===== src/rtl/instr_timing_pkg.sv =====
// Constants for the instruction length and timing decoder
package instr_timing_pkg;

  // ----------------------------------------
  // Widths
  // ----------------------------------------
  localparam int OPW = 8;
  localparam int LENW = 2;
  localparam int CYCW = 4;
  localparam int WAITW = 2;

  // ----------------------------------------
  // Program byte lengths
  // ----------------------------------------
  localparam logic [LENW-1:0] LEN_1 = 2'h1;
  localparam logic [LENW-1:0] LEN_2 = 2'h2;
  localparam logic [LENW-1:0] LEN_3 = 2'h3;

  // ----------------------------------------
  // Execution clock counts
  // ----------------------------------------
  localparam logic [CYCW-1:0] CYC_1 = 4'h1;
  localparam logic [CYCW-1:0] CYC_2 = 4'h2;
  localparam logic [CYCW-1:0] CYC_3 = 4'h3;
  localparam logic [CYCW-1:0] CYC_4 = 4'h4;
  localparam logic [CYCW-1:0] CYC_7 = 4'h7;
  localparam logic [CYCW-1:0] CYC_8 = 4'h8;
  localparam logic [CYCW-1:0] CYC_TAKEN_EXTRA = 4'h1;
  localparam logic [CYCW-1:0] CNT_IDLE = 4'h0;

  // ----------------------------------------
  // Opcode rows (upper nibble)
  // ----------------------------------------
  localparam logic [3:0] ROW_INC = 4'h0;
  localparam logic [3:0] ROW_DEC = 4'h1;
  localparam logic [3:0] ROW_ADD = 4'h2;
  localparam logic [3:0] ROW_ADDC = 4'h3;
  localparam logic [3:0] ROW_ORL = 4'h4;
  localparam logic [3:0] ROW_ANL = 4'h5;
  localparam logic [3:0] ROW_XRL = 4'h6;
  localparam logic [3:0] ROW_MOVI = 4'h7;
  localparam logic [3:0] ROW_MOVD = 4'h8;
  localparam logic [3:0] ROW_SUBB = 4'h9;
  localparam logic [3:0] ROW_MOVR = 4'hA;
  localparam logic [3:0] ROW_XCH = 4'hC;
  localparam logic [3:0] ROW_POP = 4'hD;
  localparam logic [3:0] ROW_MOVA = 4'hE;
  localparam logic [3:0] ROW_STA = 4'hF;

  // ----------------------------------------
  // Operand columns (lower nibble)
  // ----------------------------------------
  localparam logic [3:0] COL_0 = 4'h0;
  localparam logic [3:0] COL_2 = 4'h2;
  localparam logic [3:0] COL_3 = 4'h3;
  localparam logic [3:0] COL_IMM = 4'h4;
  localparam logic [3:0] COL_DIR = 4'h5;
  localparam logic [2:0] COL_IND = 3'h3;
endpackage


===== src/rtl/cycle_counter.sv =====
// Down counter that holds the clocks left in the current instruction
`timescale 1ns/1ps
module cycle_counter #(
  parameter int W = 4
) (
  input wire logic clk,
  input wire logic nrst,
  input wire logic load,
  input wire logic [W-1:0] loadValue,
  output logic [W-1:0] count,
  output logic last
);

  // ----------------------------------------
  // Counter
  // ----------------------------------------
  localparam logic [W-1:0] ONE = W'(1);
  localparam logic [W-1:0] ZERO = W'(0);

  // Last busy clock of an instruction
  assign last = (count == ONE);

  // Load on issue, otherwise run down to zero
  always_ff @(posedge clk or negedge nrst) begin
    if (!nrst) begin
      count <= ZERO;
    end else if (load) begin
      count <= loadValue;
    end else if (count != ZERO) begin
      count <= count - ONE;
    end
  end
endmodule // cycle_counter


===== src/rtl/instr_timing_decoder.sv =====
// Instruction length and clock-count decoder with execution sequencer
`timescale 1ns/1ps
module instr_timing_decoder (
  input wire logic clk,
  input wire logic nrst,
  input wire logic opValid,
  input wire logic [instr_timing_pkg::OPW-1:0] opcode,
  input wire logic condTaken,
  input wire logic [instr_timing_pkg::WAITW-1:0] codeWait,
  output logic opReady,
  output logic busy,
  output logic execDone,
  output logic pcStep,
  output logic [instr_timing_pkg::LENW-1:0] instrLen,
  output logic [instr_timing_pkg::CYCW-1:0] execCycles,
  output logic unknownOp
);
  import instr_timing_pkg::*;

  // ----------------------------------------
  // Sequencer state
  // ----------------------------------------
  typedef enum logic [0:0] {
    ST_IDLE = 1'b0,
    ST_EXEC = 1'b1
  } seq_e;

  seq_e state;
  seq_e next_state;

  // ----------------------------------------
  // Operand field decode
  // ----------------------------------------
  logic [3:0] row;
  logic [3:0] col;
  logic colRn;
  logic colRi;
  logic colDir;
  logic colImm;
  logic aluRow;
  logic logicRow;

  // Row and column of the opcode map
  assign row = opcode[7:4];
  assign col = opcode[3:0];
  assign colRn = opcode[3];
  assign colRi = (opcode[3:1] == COL_IND);
  assign colDir = (col == COL_DIR);
  assign colImm = (col == COL_IMM);
  assign logicRow = (row == ROW_ORL) || (row == ROW_ANL) || (row == ROW_XRL);
  assign aluRow = logicRow || (row == ROW_ADD) || (row == ROW_ADDC) || (row == ROW_SUBB);

  // ----------------------------------------
  // Length and clock table
  // ----------------------------------------
  logic [LENW-1:0] decLen;
  logic [CYCW-1:0] decCyc;
  logic decVar;
  logic decCond;
  logic decKnown;

  // Per-opcode bytes and clocks
  always_comb begin
    decLen = LEN_1;
    decCyc = CYC_1;
    decVar = 1'b0;
    decCond = 1'b0;
    decKnown = 1'b1;
    if (aluRow && colRn) begin
      decCyc = CYC_1;
    end else if (aluRow && colRi) begin
      decCyc = CYC_2;
    end else if (aluRow && (colDir || colImm)) begin
      decLen = LEN_2;
      decCyc = CYC_2;
    end else if (logicRow && (col == COL_2)) begin
      decLen = LEN_2;
      decCyc = CYC_2;
    end else if (logicRow && (col == COL_3)) begin
      decLen = LEN_3;
      decCyc = CYC_3;
    end else if ((row == ROW_ORL || row == ROW_ANL || row == ROW_XRL || row == ROW_MOVI) && (col == COL_0)) begin
      decLen = LEN_2; // Conditional short branches
      decCyc = CYC_2;
      decCond = 1'b1;
    end else begin
      case (row)
        ROW_INC, ROW_DEC: begin
          if (colRi) begin
            decCyc = CYC_2;
          end else if (colDir) begin
            decLen = LEN_2;
            decCyc = CYC_2;
          end else if (col == COL_3) begin
            decCyc = CYC_1;
          end else if (!(colRn || colImm || col == COL_0)) begin
            decKnown = 1'b0;
          end
        end
        ROW_ADD, ROW_ADDC: begin
          if (col == COL_3) begin
            decCyc = CYC_1;
          end else begin
            decKnown = 1'b0;
          end
        end
        ROW_MOVI: begin
          if (colDir) begin
            decLen = LEN_3;
            decCyc = CYC_3;
          end else if (colRi) begin
            decLen = LEN_2;
            decCyc = CYC_2;
          end else if (colRn || colImm) begin
            decLen = LEN_2;
            decCyc = CYC_2;
          end else begin
            decKnown = 1'b0;
          end
        end
        ROW_MOVD: begin
          if (colDir) begin
            decLen = LEN_3;
            decCyc = CYC_3;
          end else if (colImm) begin
            decCyc = CYC_8;
          end else if (col == COL_3) begin
            decCyc = CYC_3;
          end else if (colRi || colRn) begin
            decLen = LEN_2;
            decCyc = CYC_2;
          end else begin
            decKnown = 1'b0;
          end
        end
        ROW_SUBB: begin
          if (col == COL_0) begin
            decLen = LEN_3;
            decCyc = CYC_3;
          end else if (col == COL_3) begin
            decCyc = CYC_4;
            decVar = 1'b1;
          end else begin
            decKnown = 1'b0;
          end
        end
        ROW_MOVR: begin
          if (colRi || colRn) begin
            decLen = LEN_2;
            decCyc = CYC_2;
          end else if (colImm) begin
            decCyc = CYC_4;
          end else if (col == COL_3 || colDir) begin
            decCyc = CYC_1;
          end else begin
            decKnown = 1'b0;
          end
        end
        ROW_XCH, ROW_POP: begin
          if (col == COL_0 || colDir || col == COL_2) begin
            decLen = LEN_2;
            decCyc = CYC_2;
          end else if (colRi) begin
            decCyc = CYC_2;
          end else if (col == COL_3 || colImm || colRn) begin
            decCyc = CYC_1;
          end else begin
            decKnown = 1'b0;
          end
        end
        ROW_MOVA, ROW_STA: begin
          if (col == COL_0 || col == COL_2 || col == COL_3) begin
            decCyc = CYC_3;
          end else if (colRi || (row == ROW_STA && colImm)) begin
            decCyc = CYC_2;
          end else if (colDir) begin
            decLen = LEN_2;
            decCyc = CYC_2;
          end else if (!(colRn || colImm)) begin
            decKnown = 1'b0;
          end
        end
        default: begin
          decKnown = 1'b0;
        end
      endcase
    end
  end

  // ----------------------------------------
  // Total clocks for this issue
  // ----------------------------------------
  logic [CYCW-1:0] varExtra;
  logic [CYCW-1:0] branchExtra;
  logic [CYCW-1:0] decTotal;

  // Code wait stretches the data pointer code read, taken branch adds a refill clock
  assign varExtra = decVar ? {{(CYCW-WAITW){1'b0}}, codeWait} : CNT_IDLE;
  assign branchExtra = (decCond && condTaken) ? CYC_TAKEN_EXTRA : CNT_IDLE;
  assign decTotal = decCyc + varExtra + branchExtra;

  // ----------------------------------------
  // Clock counter
  // ----------------------------------------
  logic accept;
  logic [CYCW-1:0] count;
  logic last;

  assign accept = opValid && opReady;

  cycle_counter #(
    .W(CYCW)
  ) u_counter (
    .clk(clk),
    .nrst(nrst),
    .load(accept),
    .loadValue(decTotal),
    .count(count),
    .last(last)
  );

  // ----------------------------------------
  // Next-state decode
  // ----------------------------------------
  logic next_busy;
  logic next_done;
  logic next_ready;

  // One issue busy for exactly its clock count
  assign next_busy = accept || ((state == ST_EXEC) && !last);
  assign next_done = accept ? (decTotal == CYC_1) : (busy && (count == CYC_2));
  assign next_ready = !next_busy || next_done;
  assign next_state = next_busy ? ST_EXEC : ST_IDLE;

  // Sequencer flags
  always_ff @(posedge clk or negedge nrst) begin
    if (!nrst) begin
      state <= ST_IDLE;
      busy <= 1'b0;
      execDone <= 1'b0;
      opReady <= 1'b1;
      pcStep <= 1'b0;
    end else begin
      state <= next_state;
      busy <= next_busy;
      execDone <= next_done;
      opReady <= next_ready;
      pcStep <= accept;
    end
  end

  // Latched attributes of the issued instruction
  always_ff @(posedge clk or negedge nrst) begin
    if (!nrst) begin
      instrLen <= LEN_1;
      execCycles <= CNT_IDLE;
      unknownOp <= 1'b0;
    end else if (accept) begin
      instrLen <= decLen;
      execCycles <= decTotal;
      unknownOp <= !decKnown;
    end
  end
endmodule // instr_timing_decoder


===== config.mk =====
export PLATFORM = sky130hd
export DESIGN_NAME = instr_timing_decoder
export DESIGN_NICKNAME = d
export VERILOG_FILES = /design/src/rtl/instr_timing_pkg.sv /design/src/rtl/cycle_counter.sv /design/src/rtl/instr_timing_decoder.sv
export SDC_FILE = /design/constraint.sdc
export NUM_CORES = 1
export LEC_CHECK = 0
export BUFFER_PORTS_ARGS = -buffer_cell sky130_fd_sc_hd__buf_4
export CORE_MARGIN = 3
export CORE_UTILIZATION = 40
export DETAILED_ROUTE_END_ITERATION = 7
export HOLD_SLACK_MARGIN = 0.05
export PLACE_DENSITY = 0.64
export SLEW_MARGIN = 40
export SYNTH_ARGS = -nofsm -noshare
export SYNTH_HDL_FRONTEND = slang
export SYNTH_SLANG_ARGS = --single-unit

===== constraint.sdc =====
create_clock -name clk -period 1.3 [get_ports clk]
set_input_delay 0.065 -clock clk [delete_from_list [all_inputs] [get_ports clk]]
set_output_delay 0.065 -clock clk [all_outputs]
set_load 0.005 [all_outputs]

==> out/qor.csv, run 1 <==
metric,value,unit
outcome,"finished, violations left",
failed_checks,setup timing,
clkSlewWorstSetupHoldPaths,0.08,ns
start_kind,input port,
synthCells,183,
num-fill-cells,255,
hold_viol_final,0,
ios,25,
maxSlewHeadroom,71.8,%
finalWorstSetupSlack,-1.15,ns
initial_core_util,42.4,%
synthesis.area_per_instance,7.85,um2
cp.arrival,2.66,ns
die_area,4350,um2
path_class,in -> reg,
routedWlPerCell,16.0,um
ir_worst_vdd,0.000426,V
setup_viol,11,
skew,0.00430,ns
synth_warnings,0,
cts_buffers,3,
powerDensity,1110,nW/um2
synth_area,1440,um2
dp_hpwl,3670,um
tightestPinTransition,0.422,ns
crit_path_start,opcode[6],
yosys_register_bits,15,
htreeDepth,1,
drive_gt1_share,52.7,%
vias,1723,
tns,-7.60,ns
switching_share,38.8,%
synth-edff-count,0,
period_minus_slack,2.45,ns
clock_latency,0.28,ns
p_seq_share,31.6,%
grt-ovfl-total,0,
clockBufferDepth,2,
p_int,1.62,mW
rsz0062_at_grt,yes,
multi_input_area,1150,um2
drv_slew,0,
ys_types,55,
worst_hold_path_type,in -> async,
net-switching-power,1.03,mW
cts_sinks,15,
min_period_over_period,189,%
fp.dieW,65.9,um
cts_root_buffer,clkbuf_4,
totalWireLength,4910,um
antenna_found_initial,0,
dieHeight,65.9,um
drt.antenna.violating_nets,0,
end_kind,register,
viasPerCell,5.59,
gp_congestion,0.877,
finalNetCount,284,
grt_first_pass_wirelength,7720,um
critPathRequiredTime,1.51,ns
p_clk_share,9.4,%
drt_pass1_iterations,4,
path_max_fanout,8,
cap_violations,0,
coreArea,3390,um2
fmax,407,MHz
r2r_start,u_counter.count[2],
post-route-util,70.6,%
seq_area,378,um2
grt_max_degree,18,
drcViolationCount,0,
numPortBuffers,24,
dr.first_iter.drc_count,110,
synth_top_flop_cell,dfrtp_1,
final_common_cell,buf_4,
diodes,0,
first_global_vias,1736,
row_count,21,
cts_tree,done,
track_usage,22.6,%
pwr-share-comb,59.0,%
synthArstFlopShare,100,%
final_cell_mix,"buf_4, nand2_1, nor2_1",
ys_seq_area_share,26.3,%
p_leak,1.08,nW
area_delta_synth_final,66.6,%
synth_nets,204,
==> sequential cells by signal, summed over array words and instances, names as in the netlist <==
register         cells
execCycles           4
execDone             1
u_counter.count      4
instrLen             2
pcStep               1
unknownOp            1
opReady              1
busy                 1
==> routing by layer <==
layer	up-vias	GRT usage (%)	part of all wire (%)
met5	-	0	0
met4	0	9.07	2.7
met3	12	0.680	3.9
met1	828	26.2	41
met2	57	43.2	53
li1	826	-	-
==> final cells by class <==
cell class | count | area share, %
repair buffers | 89 | 31.4
inverters | 7 | 1.10
well taps | 46 | 2.40
flip-flops and latches | 15 | 15.8
clock buffers | 4 | 1.10
multi-input cells | 147 | 48.2
==> cell families (layout without fill, tap and decap cells) <==
group                    Yosys count  count (layout)  share of synthesized area [%]
AND/OR/NAND/NOR                   86              86                           31.4
flip-flops                        15              15                           26.3
buffers and inverters             21             100                           7.32
XOR/XNOR                           3               3                           1.83
adder cells (fa/ha/maj)            8               8                           7.93
AO/OA/AOI/OAI                     48              48                           23.9
multiplexers                       2               2                           1.39
==> critical path, stage by stage <==
cell	delay [ns]
buf_8	0.11
buf_12	0.12
or2_4	0.26
a31oi_4	0.21
o22a_1	0.22
o31ai_2	0.09
fa_2	0.38
fa_2	0.37
xor2_2	0.19
or4b_4	0.50
o21ai_2	0.14
==> Yosys cell counts (2+ instances only) <==
cell | number | share of area (%)
nand2_1 | 24 | 6.3
o211ai_1 | 2 | 1.0
a21oi_1 | 9 | 3.1
o221ai_1 | 2 | 1.2
and4bb_1 | 2 | 1.7
fa_1 | 2 | 2.8
nor3b_1 | 2 | 1.0
clkbuf_1 | 8 | 2.1
o22ai_1 | 2 | 0.87
nor2b_1 | 3 | 1.3
and3_1 | 2 | 0.87
ha_1 | 5 | 4.4
and2_1 | 2 | 0.87
dfstp_2 | 2 | 3.7
inv_1 | 7 | 1.8
nand3_1 | 8 | 2.8
buf_6 | 3 | 2.4
dfrtp_1 | 13 | 23
nor2_1 | 18 | 4.7
buf_2 | 3 | 1.0
o31ai_1 | 2 | 1.0
o21ai_0 | 10 | 3.5
nand4_1 | 3 | 1.3
a211oi_1 | 4 | 2.1
a2111oi_0 | 2 | 1.2
mux2i_1 | 2 | 1.4
nand2b_1 | 5 | 2.2
xnor2_1 | 2 | 1.2
nor4_1 | 2 | 0.87
nor3_1 | 7 | 2.4
==> path summary, 6_finish.rpt <==
| path | slack (ns) | end | depth (start not counted) |
|---|---|---|---|
| setup reg to reg | -0.04 | u_counter.count[1] | 4 |
| hold / removal | 0.17 | u_counter.count[3] | 2 |
| min in group clk | 0.26 | busy | 4 |
| hold reg to reg | 0.50 | unknownOp | 2 |
| setup / recovery | -1.15 | execDone | 11 |
| max in group asynchronous | 0.89 | instrLen[0] | 2 |
==> power by group through the flow <==
stage	Sequential (mW)	Combinational [mW]	Clock, mW
6_report	0.837	1.56	0.250
5_1_grt	0.860	1.73	0.282
4_1_cts	0.832	1.41	0.256
3_5_place_dp	0.841	1.35	0
3_3_place_gp	0.824	1.29	0
2_1_floorplan	0.827	0.746	0
==> repair_timing <==
item / CTS / global route
hold buffers: 1 / 0
pin swaps: 10 / 5
gates resized for setup: 27 / 35
endpoints found under the hold margin: 15 / 0
setup buffers: 6 / 2
setup endpoints to repair: 12 / 13
==> per-stage QoR <==
step | hold WS [ns] | instance area [um2] | setup slack, ns | total power [mW] | cells
after floorplan | -0.231 | 1490 | -1.26 | 1.57 | 183
after global placement | -0.0754 | 2070 | -1.47 | 2.11 | 296
after detailed placement | -0.0752 | 2070 | -1.53 | 2.19 | 296
after CTS | 0.166 | 2250 | -1.14 | 2.50 | 306
after global routing | 0.188 | 2390 | -1.18 | 2.87 | 308
final | 0.166 | 2390 | -1.15 | 2.65 | 308
(Power assumes the default switching activity.)
==> inputs of run 2 (changes only) <==
--- a/config.mk
+++ b/config.mk
@@ -9,8 +9,9 @@
 export CORE_MARGIN = 3
 export CORE_UTILIZATION = 40
 export DETAILED_ROUTE_END_ITERATION = 7
+export GPL_TIMING_DRIVEN = 0
 export HOLD_SLACK_MARGIN = 0.05
-export PLACE_DENSITY = 0.64
+export PLACE_DENSITY = 0.57
 export SLEW_MARGIN = 40
 export SYNTH_ARGS = -nofsm -noshare
 export SYNTH_HDL_FRONTEND = slang
==> constraint.sdc (replaced) <==
create_clock -name clk -period 2.6 [get_ports clk]
set_input_delay 0.13 -clock clk [delete_from_list [all_inputs] [get_ports clk]]
set_output_delay 0.13 -clock clk [all_outputs]
set_load 0.005 [all_outputs]
==> run 2 against run 1 <==
Compared with the run above: the run now ends clean; power shrank 56%; combinational power shrank 59%; clock-buffer cell count is the same; routed wire length shrank 13%; via count shrank 8.0%; sequential power shrank 51%; first-iteration DRC count shrank 33%; sequential share of layout area grew 3.1 points; final cell count shrank 12%; hold slack gained 0.067 ns; sequential cell count is the same; clock power shrank 48%.
==> out/qor.csv, run 2 (same netlist as run 1, synthesis figures left out) <==
metric,value,unit,change
dieHeight,65.9,um,unchanged
drt.antenna.violating_nets,0,,unchanged
p_seq_share,35.2,%,was 31.6%
finalNetCount,246,,was 284
hold_ws,0.234,ns,was 0.166 ns
track_usage,18.8,%,was 22.6%
dpl_worst_slack,-0.479,ns,was -1.53 ns
path_class,in -> reg,,unchanged
dp_cells,250,,was 296
viasPerCell,5.87,,was 5.59
row_count,21,,unchanged
power,1.18,mW,was 2.65 mW
p_int,722,uW,was 1.62 mW
first_global_vias,1416,,"was 1,736"
die_area,4350,um2,unchanged
end_kind,register,,unchanged
clockBufferDepth,2,,unchanged
min_period_over_period,98.4,%,
skew,0.000955,ns,was 0.00430 ns
dr.first_iter.drc_count,74,,was 110
final_cell_mix,"buf_4, nand2_1, nor2_1",,unchanged
cts_buffers,3,,unchanged
rsz0062_at_grt,yes,,unchanged
critPathRequiredTime,2.81,ns,was 1.51 ns
cts_root_buffer,clkbuf_4,,unchanged
final_common_cell,buf_4,,unchanged
area_delta_synth_final,38.9,%,was 66.6%
drt-met1-wl,1740,um,was 2010 um
top_layer,met4,,unchanged
cap_violations,0,,unchanged
coreArea,3390,um2,unchanged
outcome,"finished, final reports clean",,"was finished, violations left"
fp.dieW,65.9,um,unchanged
net-switching-power,454,uW,was 1.03 mW
tns,0,ns,was -7.60 ns
drv_slew,0,,unchanged
gp_congestion,0.919,,was 0.877
maxSlewHeadroom,64.3,%,was 71.8%
reg2reg_depth,5,,was 4
grt_max_degree,16,,was 18
met2_length,2150,um,was 2580 um
switching_share,38.6,%,was 38.8%
tightestPinTransition,0.534,ns,was 0.422 ns
post-route-util,58.9,%,was 70.6%
drcViolationCount,0,,unchanged
cp.arrival,2.77,ns,was 2.66 ns
fmax,391,MHz,
ios,25,,unchanged
start_kind,input port,,unchanged
hold_viol_final,0,,unchanged
cts_tree,done,,unchanged
grt-ovfl-total,0,,unchanged
routedWlPerCell,15.8,um,was 16.0 um
r2r_start,opReady,,was u_counter.count[2]
drive_gt1_share,36.2,%,was 52.7%
numPortBuffers,21,,was 24
post_dp_cell_area,1670,um2,was 2070 um2
pwr-share-comb,53.8,%,was 59.0%
totalWireLength,4270,um,was 4910 um
stdcell_count,270,,was 308
finalWorstSetupSlack,0.0428,ns,was -1.15 ns
dp_hpwl,2920,um,was 3670 um
p_clk_share,11.0,%,was 9.4%
htreeDepth,1,,unchanged
final_cell_area,2000,um2,was 2390 um2
antenna_found_initial,0,,unchanged
reg2reg_slack,1.05,ns,was -0.04 ns
grt_first_pass_wirelength,6500,um,was 7720 um
path_max_fanout,7,,was 8
clock_latency,0.27,ns,was 0.28 ns
diodes,0,,unchanged
p_leak,0.853,nW,was 1.08 nW
period_minus_slack,2.56,ns,
vias,1586,,"was 1,723"
wl_met3,289,um,was 194 um
initial_core_util,42.4,%,unchanged
reg_top3,"execCycles (4), u_counter.count (4), instrLen (2)",,unchanged
cts_sinks,15,,unchanged
drt_pass1_iterations,4,,unchanged
setup_viol,0,,was 11
clkSlewWorstSetupHoldPaths,0.08,ns,about the same
powerDensity,590,nW/um2,was 1110 nW/um2
r2r-end,u_counter.count[3],,was u_counter.count[1]
ir_worst_vdd,0.000178,V,was 0.000426 V
worst_hold_path_type,in -> async,,unchanged
## run 2: changes by cell type in the layout (fill, tap and decap cells not counted), sizes merged
cell	before	now
buf	88	44
clkbuf	4	10
## run 2: area by class of cell
cell class / count / area (um2)
clock buffer: 4 / 26.3
fill: 301 / 1390
buffer: 14 / 126
inverter: 7 / 26.3
timing repair buffer: 37 / 309
tap: 46 / 57.6
multi-input combinational: 147 / 1070
sequential: 15 / 378
## run 2: how the worst max path moves through the flow
stage,startpoint,to,slack (ns),cells past startpoint
5_1_grt,opcode[1],opReady,-0.1,12
6_report,opcode[1],execDone,0.04,12
3_3_place_gp,opcode[7],opReady,-0.44,12
3_5_place_dp,opcode[7],opReady,-0.48,12
2_1_floorplan,opcode[2],opReady,-0.03,11
4_1_cts,opcode[0],opReady,0.0002,11
## run 2: what timing repair did
item | in CTS | in global routing
hold buffers | 1 | 0
setup endpoints to repair | 2 | 2
pin swaps | 2 | 2
gates cloned | 0 | 1
buffers inserted | 2 | 12
endpoints found under the hold margin | 15 | 0
gates resized for setup | 15 | 32
## run 2: metal layers
layer	vias up	global-route usage (%)
li1	750	-
met1	747	24.3
met2	80	32.7
met3	9	0.680
met4	0	7.25
met5	-	0
## run 2: worst max-delay path, cell delays in order
cell and delay [ns]:
buf_6 0.11, buf_8 0.12, nand2b_4 0.17, a21oi_4 0.17
o2bb2ai_1 0.09, a211oi_1 0.26, o31ai_1 0.14, fa_2 0.39
fa_2 0.35, xor2_1 0.19, or4b_4 0.52, o21ai_2 0.14
## run 2: power groups by stage
stage               Clock [mW]  Sequential [mW]  Combinational (mW)
finish                   0.130            0.414               0.633
global route             0.139            0.426               0.717
CTS                      0.133            0.414               0.596
detailed placement           0            0.418               0.583
global placement             0            0.412               0.577
floorplan                    0            0.414               0.368
